**config.mk**
```make
export PLATFORM = sky130hd
export DESIGN_NAME = pfr_ctrl
export DESIGN_NICKNAME = d
export VERILOG_FILES = /design/src/hdl/pfr_pkg.sv /design/src/hdl/pfr_ctrl.sv
export SDC_FILE = /design/constraint.sdc
export NUM_CORES = 1
export LEC_CHECK = 0
export BUFFER_PORTS_ARGS = -buffer_cell sky130_fd_sc_hd__buf_4
export CAP_MARGIN = 30
export CORE_MARGIN = 4
export CORE_UTILIZATION = 55
export CTS_BUF_LIST = sky130_fd_sc_hd__clkbuf_4 sky130_fd_sc_hd__clkbuf_8
export DETAILED_ROUTE_END_ITERATION = 12
export PLACE_DENSITY = 0.86
export SLEW_MARGIN = 0
export SYNTH_ARGS = -nofsm -noshare
export SYNTH_HDL_FRONTEND = slang
export SYNTH_SLANG_ARGS = --single-unit
```
**constraint.sdc**
```tcl
create_clock -name clk -period 7.57 [get_ports clk]
set_input_delay 1.1355 -clock clk [delete_from_list [all_inputs] [get_ports clk]]
set_output_delay 1.1355 -clock clk [all_outputs]
set_load 0.005 [all_outputs]
```
**src/hdl/pfr_pkg.sv**
```systemverilog
// Purpose: shared constants and types for the packet feature and retransmit controller
// Assumes: registers reached by a simple internal register port at their printed offsets
// Notes: timing counts derive from a 100 MHz clock
package pfr_pkg;
  // register offsets as printed
  localparam logic [7:0] DYN_LEN_OFFSET = 8'h1c;
  localparam logic [7:0] FEATURE_OFFSET = 8'h1d;
  // feature register field positions
  localparam int FEAT_DYN_LEN_BIT = 2;
  localparam int FEAT_ACK_PAY_BIT = 1;
  localparam int FEAT_NOACK_BIT = 0;
  // writable masks; reserved bits always read zero
  localparam logic [7:0] FEATURE_MASK = 8'h07;
  localparam logic [7:0] DYN_LEN_MASK = 8'h3f;
  // reset values
  localparam logic [7:0] FEATURE_RESET = 8'h00;
  localparam logic [7:0] DYN_LEN_RESET = 8'h00;
  // timing
  localparam int CLK_PERIOD_NS = 10;
  localparam int ADDR_WAIT_US = 250;
  localparam int ADDR_WAIT_SLOW_US = 500;
  localparam int ADDR_WAIT_CYC = ADDR_WAIT_US * 1000 / CLK_PERIOD_NS;
  localparam int ADDR_WAIT_SLOW_CYC = ADDR_WAIT_SLOW_US * 1000 / CLK_PERIOD_NS;
  // retransmit delay step: 250 us per code step, code 0 means 250 us
  localparam int RTX_STEP_US = 250;
  localparam int RTX_STEP_CYC = RTX_STEP_US * 1000 / CLK_PERIOD_NS;
  // pending acknowledgement payload depth
  localparam int ACK_PAY_DEPTH = 3;
  // air rate codes
  typedef enum logic [1:0] {
    PFR_RATE_1M = 2'b00,
    PFR_RATE_2M = 2'b01,
    PFR_RATE_250K = 2'b10
  } pfr_rate_e;
  // transmitter wait states
  typedef enum logic [2:0] {
    PFR_IDLE = 3'b000,
    PFR_TX = 3'b001,
    PFR_LISTEN = 3'b010,
    PFR_RECV = 3'b011,
    PFR_STBY2 = 3'b100
  } pfr_state_e;
  // register port request
  typedef struct packed {
    logic wr;
    logic rd;
    logic [7:0] addr;
    logic [7:0] wdata;
  } pfr_reg_req_s;
  // acknowledgement payload entry
  typedef struct packed {
    logic [2:0] pipe;
    logic [5:0] len;
  } pfr_ack_pay_s;
endpackage

```
**src/hdl/pfr_ctrl.sv**
```systemverilog
// Purpose: packet feature controls, ack payload queue, retransmit wait timing, rx ready flag
// Assumes: same-clock inputs from the command decoder and radio core; no pin inputs
// Notes: air timing counts run on the 100 MHz system clock
module pfr_ctrl #(
  parameter int PIPES = 6,
  parameter int ADDR_WAIT_CYCLES = pfr_pkg::ADDR_WAIT_CYC,
  parameter int ADDR_WAIT_SLOW_CYCLES = pfr_pkg::ADDR_WAIT_SLOW_CYC,
  parameter int RTX_STEP_CYCLES = pfr_pkg::RTX_STEP_CYC
) (
  input wire logic clk,
  input wire logic rst,
  input wire pfr_pkg::pfr_reg_req_s reg_req, // register access, one cycle strobes
  output logic [7:0] reg_rdata, // read data, valid the cycle after rd
  input wire logic [5:0] auto_ack_pipe_enable, // per-pipe auto-ack enables
  input wire logic [3:0] retransmit_delay, // delay code, step 250 us
  input wire pfr_pkg::pfr_rate_e air_rate, // current air rate
  input wire logic noack_cmd_req, // command decoder saw the no-ack write
  output logic write_tx_payload_without_ack, // accepted no-ack command pulse
  input wire logic ack_pay_push, // host queues an ack payload
  input wire pfr_pkg::pfr_ack_pay_s ack_pay_in, // its pipe and length
  output logic ack_pay_full, // queue holds three
  input wire logic ack_pay_pop, // radio sent an ack for ack_pay_pipe
  input wire logic [2:0] ack_pay_pipe, // pipe being acknowledged
  output logic ack_pay_hit, // a payload is pending for that pipe
  output pfr_pkg::pfr_ack_pay_s ack_pay_out, // oldest payload for that pipe
  output logic ack_dyn_len, // acknowledgements use variable length
  output logic [5:0] pipe_dyn_len, // effective per-pipe dynamic length
  input wire logic tx_start, // start of a transmitted packet
  input wire logic tx_done, // packet left the air
  input wire logic addr_match, // address matched while listening
  input wire logic rx_pkt_end, // received packet ended
  input wire logic ack_ok, // a valid acknowledgement arrived
  output pfr_pkg::pfr_state_e tx_state, // transmitter wait state
  output logic resend, // pulse: resend the same packet
  input wire logic new_packet, // a new packet reached the rx fifo
  input wire logic rx_ready_clear, // host writes one to clear
  output logic receive_data_ready_flag // sticky rx ready flag
);
  // register storage
  logic [7:0] feature_control_q;
  logic [7:0] dynamic_length_pipe_enables_q;
  logic [7:0] rdata_q;
  // feature fields
  logic global_dynamic_length_enable;
  logic ack_payload_enable;
  logic selective_noack_enable;
  // pending ack payload storage
  pfr_pkg::pfr_ack_pay_s ack_mem_q [pfr_pkg::ACK_PAY_DEPTH];
  logic [pfr_pkg::ACK_PAY_DEPTH-1:0] ack_vld_q;
  logic [1:0] hit_idx;
  // wait timing
  pfr_pkg::pfr_state_e state_q;
  // a four-bit delay code gives at most sixteen steps; size the delay counter from that
  // so the longest delay cannot wrap at the default step length
  localparam int RTX_W = $clog2(16 * RTX_STEP_CYCLES + 1);
  logic [RTX_W-1:0] rtx_cnt_q; // cycles since the packet left the air
  logic [16:0] lst_cnt_q;
  logic [RTX_W-1:0] rtx_limit; // delay length in cycles
  logic [16:0] lst_limit;
  logic [16:0] listen_age_q; // checker helper: cycles spent listening
  logic rtx_expired;
  logic lst_expired;
  logic resend_q;
  logic rdy_q;

  assign global_dynamic_length_enable = feature_control_q[pfr_pkg::FEAT_DYN_LEN_BIT];
  assign ack_payload_enable = feature_control_q[pfr_pkg::FEAT_ACK_PAY_BIT];
  assign selective_noack_enable = feature_control_q[pfr_pkg::FEAT_NOACK_BIT];

  // register writes; reserved bits are masked so they never store
  always_ff @(posedge clk) begin
    if (rst) begin
      feature_control_q <= pfr_pkg::FEATURE_RESET;
      dynamic_length_pipe_enables_q <= pfr_pkg::DYN_LEN_RESET;
    end else if (reg_req.wr) begin
      if (reg_req.addr == pfr_pkg::FEATURE_OFFSET) begin
        feature_control_q <= reg_req.wdata & pfr_pkg::FEATURE_MASK;
      end else if (reg_req.addr == pfr_pkg::DYN_LEN_OFFSET) begin
        dynamic_length_pipe_enables_q <= reg_req.wdata & pfr_pkg::DYN_LEN_MASK;
      end
    end
  end

  // register reads; unmapped offsets read zero
  always_ff @(posedge clk) begin
    if (rst) begin
      rdata_q <= 8'h00;
    end else if (reg_req.rd) begin
      if (reg_req.addr == pfr_pkg::FEATURE_OFFSET) begin
        rdata_q <= feature_control_q;
      end else if (reg_req.addr == pfr_pkg::DYN_LEN_OFFSET) begin
        rdata_q <= dynamic_length_pipe_enables_q;
      end else begin
        rdata_q <= 8'h00;
      end
    end
  end
  assign reg_rdata = rdata_q;

  // effective dynamic length per pipe needs both global and auto-ack enables
  for (genvar p = 0; p < PIPES; p++) begin : g_pipe
    assign pipe_dyn_len[p] = dynamic_length_pipe_enables_q[p] & global_dynamic_length_enable
                             & auto_ack_pipe_enable[p];
  end

  // ack payloads always go out with variable length
  assign ack_dyn_len = ack_payload_enable;

  // no-ack command passes only when the feature bit allows it
  assign write_tx_payload_without_ack = noack_cmd_req & selective_noack_enable;

  // find the oldest pending entry for the pipe being acknowledged; slot 0 is oldest
  always_comb begin
    hit_idx = 2'd0;
    ack_pay_hit = 1'b0;
    for (int i = pfr_pkg::ACK_PAY_DEPTH - 1; i >= 0; i--) begin
      if (ack_vld_q[i] && ack_mem_q[i].pipe == ack_pay_pipe) begin
        hit_idx = 2'(i);
        ack_pay_hit = 1'b1;
      end
    end
  end
  assign ack_pay_out = ack_mem_q[hit_idx];
  assign ack_pay_full = &ack_vld_q;

  // ack payload queue kept in arrival order; pop compacts, push fills the first hole
  always_ff @(posedge clk) begin
    if (rst) begin
      ack_vld_q <= '0;
      for (int i = 0; i < pfr_pkg::ACK_PAY_DEPTH; i++) begin
        ack_mem_q[i] <= '0;
      end
    end else begin
      logic [pfr_pkg::ACK_PAY_DEPTH-1:0] v;
      pfr_pkg::pfr_ack_pay_s m [pfr_pkg::ACK_PAY_DEPTH];
      int fill; // lowest free slot after any pop
      v = ack_vld_q;
      m = ack_mem_q;
      fill = 0;
      if (ack_pay_pop && ack_pay_hit && ack_payload_enable) begin
        for (int i = 0; i < pfr_pkg::ACK_PAY_DEPTH - 1; i++) begin
          if (i >= int'(hit_idx)) begin
            m[i] = m[i+1];
            v[i] = v[i+1];
          end
        end
        v[pfr_pkg::ACK_PAY_DEPTH-1] = 1'b0;
      end
      // a push while full is dropped unless a pop frees a slot in the same cycle; the host must watch ack_pay_full
      if (ack_pay_push && !(&v)) begin
        // the queue stays compacted, so the lowest free slot is the tail
        for (int i = pfr_pkg::ACK_PAY_DEPTH - 1; i >= 0; i--) begin
          if (!v[i]) begin
            fill = i;
          end
        end
        m[fill] = ack_pay_in;
        v[fill] = 1'b1;
      end
      ack_vld_q <= v;
      ack_mem_q <= m;
    end
  end

  // limits: delay runs (code+1) steps; listen window doubles at 250 kbps
  assign rtx_limit = RTX_W'((int'(retransmit_delay) + 1) * RTX_STEP_CYCLES);
  assign lst_limit = (air_rate == pfr_pkg::PFR_RATE_250K) ? 17'(ADDR_WAIT_SLOW_CYCLES)
                                                          : 17'(ADDR_WAIT_CYCLES);
  assign rtx_expired = rtx_cnt_q >= rtx_limit - RTX_W'(1);
  assign lst_expired = lst_cnt_q >= lst_limit - 17'd1;

  // retransmit delay counter starts when the packet leaves the air
  always_ff @(posedge clk) begin
    if (rst || state_q == pfr_pkg::PFR_IDLE || state_q == pfr_pkg::PFR_TX) begin
      rtx_cnt_q <= '0;
    end else if (!rtx_expired) begin
      rtx_cnt_q <= rtx_cnt_q + RTX_W'(1);
    end
  end

  // listen window counter runs only while waiting for an address
  always_ff @(posedge clk) begin
    if (rst || state_q != pfr_pkg::PFR_LISTEN) begin
      lst_cnt_q <= '0;
    end else if (!lst_expired) begin
      lst_cnt_q <= lst_cnt_q + 17'd1;
    end
  end

  // transmitter wait sequence; an acknowledgement ends the wait without resend unless the delay expires in the same cycle
  always_ff @(posedge clk) begin
    if (rst) begin
      state_q <= pfr_pkg::PFR_IDLE;
      resend_q <= 1'b0;
    end else begin
      resend_q <= 1'b0;
      case (state_q)
        pfr_pkg::PFR_IDLE: begin
          if (tx_start) state_q <= pfr_pkg::PFR_TX;
        end
        pfr_pkg::PFR_TX: begin
          if (tx_done) state_q <= pfr_pkg::PFR_LISTEN;
        end
        pfr_pkg::PFR_LISTEN: begin
          if (rtx_expired) begin
            state_q <= pfr_pkg::PFR_TX;
            resend_q <= 1'b1;
          end else if (addr_match) begin
            state_q <= pfr_pkg::PFR_RECV;
          end else if (lst_expired) begin
            state_q <= pfr_pkg::PFR_STBY2;
          end
        end
        pfr_pkg::PFR_RECV: begin
          if (rtx_expired) begin
            state_q <= pfr_pkg::PFR_TX;
            resend_q <= 1'b1;
          end else if (rx_pkt_end && ack_ok) begin
            state_q <= pfr_pkg::PFR_IDLE;
          end else if (rx_pkt_end) begin
            state_q <= pfr_pkg::PFR_STBY2;
          end
        end
        pfr_pkg::PFR_STBY2: begin
          if (rtx_expired) begin
            state_q <= pfr_pkg::PFR_TX;
            resend_q <= 1'b1;
          end
        end
        default: state_q <= pfr_pkg::PFR_IDLE;
      endcase
    end
  end
  assign tx_state = state_q;
  assign resend = resend_q;

  // sticky ready flag; a set in the clearing cycle wins
  always_ff @(posedge clk) begin
    if (rst) begin
      rdy_q <= 1'b0;
    end else if (new_packet) begin
      rdy_q <= 1'b1;
    end else if (rx_ready_clear) begin
      rdy_q <= 1'b0;
    end
  end
  assign receive_data_ready_flag = rdy_q;

  // checker helper: cycles spent listening, kept apart from the window counter so a
  // broken window compare is still caught; saturates so it cannot wrap to zero
  always_ff @(posedge clk) begin
    if (rst || state_q != pfr_pkg::PFR_LISTEN) begin
      listen_age_q <= '0;
    end else if (listen_age_q != '1) begin
      listen_age_q <= listen_age_q + 17'd1;
    end
  end

  // checks
  chk_pipe_gate: assert property (@(posedge clk) disable iff (rst)
    pipe_dyn_len[0] |-> (global_dynamic_length_enable && auto_ack_pipe_enable[0]))
    else $error("pipe 0 dynamic length without enables");
  chk_pipe_high: assert property (@(posedge clk) disable iff (rst)
    pipe_dyn_len[5] |-> (global_dynamic_length_enable && dynamic_length_pipe_enables_q[5]))
    else $error("pipe 5 dynamic length without enables");
  chk_feat_write: assert property (@(posedge clk) disable iff (rst)
    reg_req.wr && reg_req.addr == pfr_pkg::FEATURE_OFFSET |=>
    global_dynamic_length_enable == $past(reg_req.wdata[2]))
    else $error("global dynamic length bit not stored");
  chk_ack_len: assert property (@(posedge clk) disable iff (rst)
    reg_req.wr && reg_req.addr == pfr_pkg::FEATURE_OFFSET |=>
    ack_dyn_len == $past(reg_req.wdata[1]))
    else $error("ack payload enable not applied");
  chk_noack_gate: assert property (@(posedge clk) disable iff (rst)
    noack_cmd_req && !feature_control_q[0] |-> !write_tx_payload_without_ack)
    else $error("no-ack command passed while disabled");
  chk_listen_leave: assert property (@(posedge clk) disable iff (rst)
    state_q == pfr_pkg::PFR_LISTEN |-> listen_age_q < lst_limit)
    else $error("listen window overran");
  chk_resend_expiry: assert property (@(posedge clk) disable iff (rst)
    resend |-> $past(rtx_expired) && state_q == pfr_pkg::PFR_TX)
    else $error("resend without delay expiry");
  chk_recv_stay: assert property (@(posedge clk) disable iff (rst)
    state_q == pfr_pkg::PFR_RECV && !rx_pkt_end && !rtx_expired |=>
    state_q == pfr_pkg::PFR_RECV)
    else $error("left receive before packet end");
  chk_ready_set: assert property (@(posedge clk) disable iff (rst)
    new_packet |=> receive_data_ready_flag)
    else $error("ready flag missed a packet");
  chk_ack_depth: assert property (@(posedge clk) disable iff (rst)
    ack_pay_full && ack_pay_push && !ack_pay_pop |=> ack_vld_q == 3'b111)
    else $error("ack queue overflow changed state");
endmodule

```
==> metrics.txt, run 1 <==
# TYPE chip_impl_metric gauge
chip_impl_info{name="status",value="finished, final reports clean"} 1
chip_impl_metric{name="yosys_warnings",unit=""} 0
chip_impl_metric{name="grt_pass1_wl",unit="mm"} 23.7
chip_impl_info{name="worstReg2RegEnd",value="tx_state[0]$_SDFFE_PP0P_"} 1
chip_impl_metric{name="ys_ff_latch",unit=""} 86
chip_impl_metric{name="dp_worst_setup_slack",unit="ps"} 820
chip_impl_info{name="timing.hold.worst.start",value="reg_rdata[0]$_SDFFE_PP0P_"} 1
chip_impl_info{name="timing.hold.worst.class",value="flip-flop to flip-flop"} 1
chip_impl_metric{name="power.share.sequential",unit=""} 0.416
chip_impl_metric{name="syn-instance-count",unit=""} 686
chip_impl_metric{name="place_congestion",unit=""} 0.874
chip_impl_metric{name="synth_edf_count",unit=""} 0
chip_impl_metric{name="grt_antenna_before_repair",unit=""} 0
chip_impl_metric{name="clock_network_fraction_of_total_power",unit=""} 0.323
chip_impl_metric{name="core_area",unit="µm²"} 10300
chip_impl_metric{name="antenna_violating_nets_post_route",unit=""} 0
chip_impl_metric{name="fin_nets",unit=""} 861
chip_impl_metric{name="layout_setup_ws",unit="ps"} 1060
chip_impl_metric{name="synth_cell_types",unit=""} 66
chip_impl_metric{name="finalSetupViolations",unit=""} 0
chip_impl_metric{name="postCtsHoldBufs",unit=""} 0
chip_impl_metric{name="synth-xor-area-share",unit=""} 0.0898
chip_impl_metric{name="initial_core_util",unit=""} 0.567
chip_impl_metric{name="floorplan.io_pins",unit=""} 86
chip_impl_info{name="r2r_start",value="rtx_cnt_q[13]$_SDFFE_PP0N_"} 1
chip_impl_metric{name="ys_async_sr_fraction",unit=""} 0
chip_impl_info{name="tritoncts",value="yes"} 1
chip_impl_metric{name="post-route-period-util",unit=""} 0.861
chip_impl_metric{name="setup_total_negative_slack",unit="ps"} 0
chip_impl_metric{name="synth_sequential_area_ratio",unit=""} 0.294
chip_impl_metric{name="ir_worst_vdd",unit="mV"} 0.0819
chip_impl_metric{name="dr_wl_cell",unit="µm"} 15.3
chip_impl_metric{name="cp_data_required_time",unit="ps"} 7790
chip_impl_metric{name="final.setup_skew",unit="ps"} 17.0
chip_impl_info{name="crit_type",value="primary input to flip-flop"} 1
chip_impl_metric{name="fin_hold_ws",unit="ps"} 478
chip_impl_metric{name="post_synth_mux_area_share",unit=""} 0.0725
chip_impl_metric{name="yosys.area_share.simple",unit=""} 0.247
chip_impl_metric{name="number_of_design_rule_violations_left_by_the_first_detailed_router_iteration",unit=""} 415
chip_impl_metric{name="diodes",unit=""} 0
chip_impl_info{name="cts.root.buffer_cell",value="sky130_fd_sc_hd__clkbuf_8"} 1
chip_impl_metric{name="r2r_cells",unit=""} 8
chip_impl_metric{name="clock_tree.buffer_depth",unit=""} 2
chip_impl_metric{name="rrSetupSlack",unit="ps"} 4710
chip_impl_metric{name="finalCriticalPeriod",unit="ps"} 6510
chip_impl_metric{name="dr.pass1.iters",unit=""} 6
chip_impl_metric{name="grt_usage",unit=""} 0.222
chip_impl_metric{name="synthesis.area",unit="µm²"} 5850
chip_impl_info{name="min_to",value="reg_rdata[0]$_SDFFE_PP0P_"} 1
chip_impl_metric{name="timing.hold.worst_path_depth",unit=""} 2
chip_impl_metric{name="dr_total_vias",unit=""} 5261
chip_impl_metric{name="tightest_slew",unit="ps"} 806
chip_impl_metric{name="cts.clk_slew.worst_paths",unit="ps"} 90
chip_impl_metric{name="number_of_buffers_created_by_cts",unit=""} 9
chip_impl_metric{name="port-buffer-count",unit=""} 81
chip_impl_metric{name="postSynthAreaPerCell",unit="µm²"} 8.53
chip_impl_metric{name="maxSlewViolCount",unit=""} 0
chip_impl_info{name="rsz0062_at_grt",value="false"} 1
chip_impl_metric{name="post_cts.resized_instances",unit=""} 0
chip_impl_metric{name="area_growth",unit="%"} 15.3
chip_impl_metric{name="timing.fmax",unit="MHz"} 154
chip_impl_info{name="dominant_combinational_cell_family_by_area_after_synthesis",value="simple AND/OR/NAND/NOR gates"} 1
chip_impl_metric{name="layout-drive-gt1-share",unit=""} 0.166
chip_impl_metric{name="post-cts-setup-buffers",unit=""} 0
chip_impl_info{name="worst_setup_path_start_kind",value="primary input"} 1
chip_impl_metric{name="grt_start_max_net_pins",unit=""} 52
chip_impl_metric{name="chipWidth",unit="µm"} 111
chip_impl_metric{name="cts_num_sinks",unit=""} 86
chip_impl_metric{name="drv.max_cap_violation_count",unit=""} 0
chip_impl_info{name="layout_commonest_cell",value="sky130_fd_sc_hd__nor2_1"} 1
chip_impl_metric{name="htree_num_levels",unit=""} 3
chip_impl_metric{name="std_cell_rows",unit=""} 37
chip_impl_metric{name="total_congestion_overflow_after_global_routing",unit=""} 0
chip_impl_metric{name="power_leakage",unit="nW"} 2.69
chip_impl_info{name="end_kind",value="flip-flop"} 1
chip_impl_metric{name="die_area",unit="µm²"} 12300
chip_impl_metric{name="crit_arrival",unit="ps"} 6740
chip_impl_metric{name="power_density_relative_to_cell_area",unit="nW/µm²"} 170
chip_impl_metric{name="layout.filler_cells",unit=""} 813
chip_impl_metric{name="detailed_place_hpwl",unit="mm"} 10.1
chip_impl_metric{name="synth_compound_gate_area_share",unit=""} 0.136
chip_impl_metric{name="worstPathMaxFanout",unit=""} 26
chip_impl_metric{name="layout.area.seq",unit="µm²"} 1720
chip_impl_metric{name="adder_and_majority_cell_fraction_of_the_synthesized_area",unit=""} 0.119
chip_impl_metric{name="max-slew-margin-rel",unit=""} 0.462
chip_impl_metric{name="multiInputGateArea",unit="µm²"} 3890
chip_impl_metric{name="die_height",unit="µm"} 111
chip_impl_metric{name="post-route-drc-count",unit=""} 0
chip_impl_metric{name="comb_power_share",unit=""} 0.261
chip_impl_metric{name="finalHoldViolCount",unit=""} 0
chip_impl_metric{name="post_drt_via_cell_ratio",unit=""} 5.89
chip_impl_info{name="commonest_cells_after_routing_fill_and_taps_aside",value="89 x sky130_fd_sc_hd__nor2_1, 86 x sky130_fd_sc_hd__dfxtp_1, 82 x sky130_fd_sc_hd__buf_4"} 1
chip_impl_metric{name="insertion_delay",unit="ps"} 360
chip_impl_metric{name="grt_pass1_vias",unit=""} 5225
chip_impl_metric{name="drt_wl_total",unit="mm"} 13.7
chip_impl_metric{name="power_dissipated_by_switching_net_loads",unit="µW"} 347
chip_impl_info{name="yosys_most_used_dff",value="sky130_fd_sc_hd__dfxtp_1"} 1
chip_impl_metric{name="power.internal",unit="µW"} 797
chip_impl_metric{name="switching_power_as_a_share_of_total_power",unit=""} 0.303
==> layer usage <==
layer	share of wire	routed length [µm]	GRT usage	up-vias
met4	0.017	237	0.0697	0
met1	0.41	5660	0.255	2471
met5	0	0	0	-
met3	0.056	767	0.0480	29
met2	0.51	7010	0.409	170
li1	-	-	-	2591
==> worst max-delay path by stage <==
stage | start | to | slack, ps | cells after the start
floorplan | retransmit_delay[0] | tx_state[0]$_SDFFE_PP0P_ | 1760 | 22
global placement | retransmit_delay[0] | tx_state[0]$_SDFFE_PP0P_ | 1070 | 20
detailed placement | retransmit_delay[0] | tx_state[0]$_SDFFE_PP0P_ | 820 | 21
CTS | retransmit_delay[0] | tx_state[0]$_SDFFE_PP0P_ | 1190 | 21
global route | retransmit_delay[0] | tx_state[0]$_SDFFE_PP0P_ | 610 | 20
finish | retransmit_delay[0] | tx_state[0]$_SDFFE_PP0P_ | 1060 | 21
==> worst max-delay path: stages <==
cell and delay, ps:
sky130_fd_sc_hd__buf_4 170, sky130_fd_sc_hd__ha_1 240, sky130_fd_sc_hd__xor2_1 370, sky130_fd_sc_hd__ha_1 330, sky130_fd_sc_hd__ha_1 310, sky130_fd_sc_hd__ha_1 300, sky130_fd_sc_hd__ha_1 360, sky130_fd_sc_hd__nor3_1 290
sky130_fd_sc_hd__a211oi_1 90, sky130_fd_sc_hd__xor2_1 190, sky130_fd_sc_hd__nor4_2 360, sky130_fd_sc_hd__nand2_1 120, sky130_fd_sc_hd__xnor2_1 150, sky130_fd_sc_hd__ha_1 290, sky130_fd_sc_hd__and4_1 220, sky130_fd_sc_hd__nor4b_1 150
sky130_fd_sc_hd__o31ai_1 400, sky130_fd_sc_hd__o211ai_4 370, sky130_fd_sc_hd__o31a_1 360, sky130_fd_sc_hd__a2111oi_0 440, sky130_fd_sc_hd__nor3_1 90
==> final cells by class <==
type / count / share of cell area
multi-input combinational: 547 / 0.578
tap: 136 / 0.0252
clock inverter: 5 / 0.0132
sequential: 86 / 0.255
clock buffer: 11 / 0.0215
inverter: 25 / 0.0139
timing repair buffer: 83 / 0.0930
==> cell usage after synthesis (3+ instances only) <==
| cell type | count | area share |
|---|---|---|
| sky130_fd_sc_hd__a311oi_1 | 4 | 0.0060 |
| sky130_fd_sc_hd__dfxtp_1 | 86 | 0.29 |
| sky130_fd_sc_hd__nand2b_1 | 10 | 0.011 |
| sky130_fd_sc_hd__nand2_1 | 37 | 0.024 |
| sky130_fd_sc_hd__a2111oi_0 | 3 | 0.0045 |
| sky130_fd_sc_hd__nor4_2 | 7 | 0.015 |
| sky130_fd_sc_hd__nand3_1 | 27 | 0.023 |
| sky130_fd_sc_hd__xor2_1 | 15 | 0.022 |
| sky130_fd_sc_hd__and3_1 | 13 | 0.014 |
| sky130_fd_sc_hd__mux2_2 | 3 | 0.0058 |
| sky130_fd_sc_hd__a21o_1 | 7 | 0.0090 |
| sky130_fd_sc_hd__nand3b_1 | 6 | 0.0077 |
| sky130_fd_sc_hd__and4_1 | 4 | 0.0060 |
| sky130_fd_sc_hd__o21ai_1 | 5 | 0.0043 |
| sky130_fd_sc_hd__buf_4 | 3 | 0.0038 |
| sky130_fd_sc_hd__buf_2 | 6 | 0.0051 |
| sky130_fd_sc_hd__a211oi_1 | 18 | 0.023 |
| sky130_fd_sc_hd__ha_1 | 54 | 0.12 |
| sky130_fd_sc_hd__nor2_1 | 89 | 0.057 |
| sky130_fd_sc_hd__clkbuf_1 | 17 | 0.011 |
| sky130_fd_sc_hd__a21oi_1 | 45 | 0.039 |
| sky130_fd_sc_hd__o21ai_0 | 15 | 0.013 |
| sky130_fd_sc_hd__inv_1 | 25 | 0.016 |
| sky130_fd_sc_hd__nor2_2 | 3 | 0.0032 |
| sky130_fd_sc_hd__nor2b_1 | 6 | 0.0064 |
| sky130_fd_sc_hd__xnor2_1 | 45 | 0.067 |
| sky130_fd_sc_hd__mux2i_1 | 39 | 0.067 |
| sky130_fd_sc_hd__nor3_1 | 23 | 0.020 |
| sky130_fd_sc_hd__nor4_1 | 6 | 0.0064 |
| sky130_fd_sc_hd__nand4_1 | 13 | 0.014 |
| sky130_fd_sc_hd__or3_1 | 6 | 0.0064 |
==> power groups by stage <==
stage | clock network, mW | registers [mW] | logic (mW)
floorplan | 0 | 0.481 | 0.217
global placement | 0 | 0.486 | 0.276
detailed placement | 0 | 0.487 | 0.293
CTS | 0.377 | 0.476 | 0.296
global route | 0.397 | 0.479 | 0.333
finish | 0.370 | 0.477 | 0.298
==> cell families (layout without fill, tap and decap cells) <==
kind of cell	Yosys count	in the layout
buf+inv	54	124
compound gates	118	118
other cells	1	2
flops	86	86
mux	42	42
fa+ha+maj	55	55
xor+xnor	60	60
simple gates	270	270
==> stage by stage <==
step                area (µm²)  instances   util  total power [mW]
finish                    6740        893  0.653              1.14
detailed placement        6510        877  0.630             0.780
CTS                       6740        893  0.653              1.15
floorplan                 5850        687      -             0.698
global route              6740        893  0.653              1.21
global placement          6500        876  0.629             0.761
Power figures use the tool's default switching activity.
==> inputs of run 2 (changes only) <==
CORE_MARGIN = 8   (was 4)
==> metrics.txt, run 2 (same netlist as run 1, synthesis figures left out) <==
# TYPE chip_impl_metric gauge
chip_impl_metric{name="clock_network_fraction_of_total_power",unit=""} 0.297
chip_impl_metric{name="fin_nets",unit=""} 861
chip_impl_metric{name="floorplan.io_pins",unit=""} 86
chip_impl_metric{name="initial_core_util",unit=""} 0.567
chip_impl_metric{name="detailed_place_hpwl",unit="mm"} 10.3
chip_impl_info{name="commonest_cells_after_routing_fill_and_taps_aside",value="89 x sky130_fd_sc_hd__nor2_1, 86 x sky130_fd_sc_hd__dfxtp_1, 83 x sky130_fd_sc_hd__buf_4"} 1
chip_impl_metric{name="power_density_relative_to_cell_area",unit="nW/µm²"} 164
chip_impl_metric{name="drv.max_cap_violation_count",unit=""} 0
chip_impl_metric{name="grt_pass1_wl",unit="mm"} 22.5
chip_impl_metric{name="post-route-drc-count",unit=""} 0
chip_impl_metric{name="postCtsHoldBufs",unit=""} 0
chip_impl_metric{name="insertion_delay",unit="ps"} 350
chip_impl_metric{name="post_cts.resized_instances",unit=""} 0
chip_impl_info{name="end_kind",value="flip-flop"} 1
chip_impl_metric{name="drt_wl_total",unit="mm"} 13.8
chip_impl_metric{name="comb_power_share",unit=""} 0.270
chip_impl_info{name="layout_commonest_cell",value="sky130_fd_sc_hd__nor2_1"} 1
chip_impl_info{name="crit_type",value="primary input to flip-flop"} 1
chip_impl_metric{name="crit_arrival",unit="ps"} 6710
chip_impl_metric{name="dp_worst_setup_slack",unit="ps"} 839
chip_impl_metric{name="cts.clk_slew.worst_paths",unit="ps"} 90
chip_impl_info{name="worst_setup_path_start_kind",value="primary input"} 1
chip_impl_metric{name="dr_wl_cell",unit="µm"} 15.4
chip_impl_metric{name="htree_num_levels",unit=""} 3
chip_impl_metric{name="number_of_design_rule_violations_left_by_the_first_detailed_router_iteration",unit=""} 458
chip_impl_metric{name="total_congestion_overflow_after_global_routing",unit=""} 0
chip_impl_metric{name="post_drt_via_cell_ratio",unit=""} 5.90
chip_impl_metric{name="core_area",unit="µm²"} 10300
chip_impl_metric{name="setup_total_negative_slack",unit="ps"} 0
chip_impl_metric{name="clock_tree.buffer_depth",unit=""} 2
chip_impl_metric{name="design_power_total",unit="mW"} 1.10
chip_impl_metric{name="switching_power_as_a_share_of_total_power",unit=""} 0.309
chip_impl_metric{name="power.share.sequential",unit=""} 0.434
chip_impl_metric{name="layout_setup_ws",unit="ps"} 1080
chip_impl_metric{name="die_area",unit="µm²"} 14200
chip_impl_metric{name="maxSlewViolCount",unit=""} 0
chip_impl_metric{name="tightest_slew",unit="ps"} 809
chip_impl_info{name="cts.root.buffer_cell",value="sky130_fd_sc_hd__clkbuf_8"} 1
chip_impl_metric{name="power_dissipated_by_switching_net_loads",unit="µW"} 340
chip_impl_metric{name="finalCriticalPeriod",unit="ps"} 6490
chip_impl_metric{name="postPlaceCellArea",unit="µm²"} 6500
chip_impl_metric{name="worstPathMaxFanout",unit=""} 26
chip_impl_metric{name="die_height",unit="µm"} 119
chip_impl_metric{name="final_core_utilization",unit=""} 0.650
chip_impl_metric{name="final.setup_skew",unit="ps"} 11.2
chip_impl_info{name="tritoncts",value="yes"} 1
chip_impl_metric{name="ir_worst_vdd",unit="mV"} 0.106
chip_impl_metric{name="timing.fmax",unit="MHz"} 154
chip_impl_metric{name="power_leakage",unit="nW"} 2.67
chip_impl_metric{name="std_cell_rows",unit=""} 37
chip_impl_metric{name="power.internal",unit="µW"} 759
chip_impl_info{name="timing.hold.worst.class",value="flip-flop to flip-flop"} 1
chip_impl_metric{name="chipWidth",unit="µm"} 119
chip_impl_metric{name="grt_pass1_vias",unit=""} 5068
chip_impl_metric{name="r2r_cells",unit=""} 8
chip_impl_metric{name="grt_start_max_net_pins",unit=""} 52
chip_impl_metric{name="dr.pass1.iters",unit=""} 5
chip_impl_metric{name="port-buffer-count",unit=""} 81
chip_impl_info{name="rsz0062_at_grt",value="false"} 1
chip_impl_metric{name="max-slew-margin-rel",unit=""} 0.458
chip_impl_metric{name="number_of_buffers_created_by_cts",unit=""} 9
chip_impl_metric{name="post-cts-setup-buffers",unit=""} 0
chip_impl_metric{name="place_congestion",unit=""} 0.873
chip_impl_metric{name="finalInstanceArea",unit="µm²"} 6710
chip_impl_metric{name="finalHoldViolCount",unit=""} 0
chip_impl_metric{name="antenna_violating_nets_post_route",unit=""} 0
chip_impl_metric{name="dr_total_vias",unit=""} 5267
chip_impl_info{name="status",value="finished, final reports clean"} 1
chip_impl_metric{name="finalSetupViolations",unit=""} 0
chip_impl_metric{name="layout-drive-gt1-share",unit=""} 0.166
chip_impl_metric{name="cp_data_required_time",unit="ps"} 7790
chip_impl_metric{name="diodes",unit=""} 0
chip_impl_metric{name="cts_num_sinks",unit=""} 86
chip_impl_metric{name="layout.filler_cells",unit=""} 815
chip_impl_metric{name="post-route-period-util",unit=""} 0.857
chip_impl_metric{name="area_growth",unit="%"} 14.7
chip_impl_metric{name="grt_usage",unit=""} 0.182
chip_impl_metric{name="timing.hold.worst_path_depth",unit=""} 2
chip_impl_metric{name="grt_antenna_before_repair",unit=""} 0
## run 2: cell type report
class / instances / area, µm² / share of cell area
inverter: 25 / 93.8 / 0.0140
sequential: 86 / 1720 / 0.257
tap: 136 / 170 / 0.0254
clock inverter: 5 / 58.8 / 0.00877
clock buffer: 11 / 145 / 0.0216
timing repair buffer: 83 / 623 / 0.0929
multi-input combinational: 547 / 3890 / 0.581
## run 2: path summary, 6_finish.rpt
check,from,end,slack [ps]
worst max-delay path,retransmit_delay[0],tx_state[0]$_SDFFE_PP0P_,1080
worst min-delay path,reg_rdata[0]$_SDFFE_PP0P_,reg_rdata[0]$_SDFFE_PP0P_,480
worst max register to register,rtx_cnt_q[8]$_SDFFE_PP0N_,tx_state[0]$_SDFFE_PP0P_,4690
worst min register to register,reg_rdata[0]$_SDFFE_PP0P_,reg_rdata[0]$_SDFFE_PP0P_,480
## run 2: per-stage QoR
| step | hold slack [ps] | instances |
|---|---|---|
| final | 475 | 893 |
| after global routing | 506 | 893 |
| after CTS | 483 | 893 |
| after detailed placement | 468 | 877 |
| after global placement | 460 | 876 |
| after floorplan | 442 | 687 |
## run 2: layer usage
layer  routed length [µm]  track usage  up-vias  share of wire
met4                  146       0.0609        0          0.011
met3                  804       0.0425       19          0.058
met1                 5950        0.210     2508           0.43
met2                 6850        0.322      156           0.50
li1                     -            -     2584              -
met5                    0            0        -              0
## run 2: power groups by stage
stage          Sequential, mW  Combinational [mW]  Clock [mW]
5_1_grt                 0.478               0.327       0.350
4_1_cts                 0.476               0.294       0.331
2_1_floorplan           0.481               0.217           0
3_3_place_gp            0.486               0.276           0
6_report                0.477               0.297       0.326
3_5_place_dp            0.487               0.291           0
## run 2: worst max-delay path, cell delays in order
cell,delay [ps]
sky130_fd_sc_hd__buf_4,160
sky130_fd_sc_hd__ha_1,240
sky130_fd_sc_hd__xor2_1,320
sky130_fd_sc_hd__ha_1,320
sky130_fd_sc_hd__ha_1,300
sky130_fd_sc_hd__ha_1,300
sky130_fd_sc_hd__ha_1,360
sky130_fd_sc_hd__nor3_1,90
sky130_fd_sc_hd__a2111oi_0,620
sky130_fd_sc_hd__o21ai_1,210
sky130_fd_sc_hd__o311ai_1,430
sky130_fd_sc_hd__nor3_1,130
sky130_fd_sc_hd__xor2_1,170
sky130_fd_sc_hd__ha_1,300
sky130_fd_sc_hd__and4_1,200
sky130_fd_sc_hd__o31ai_1,120
sky130_fd_sc_hd__o211ai_4,360
sky130_fd_sc_hd__o31a_1,370
sky130_fd_sc_hd__a2111oi_0,450
sky130_fd_sc_hd__nor3_1,110
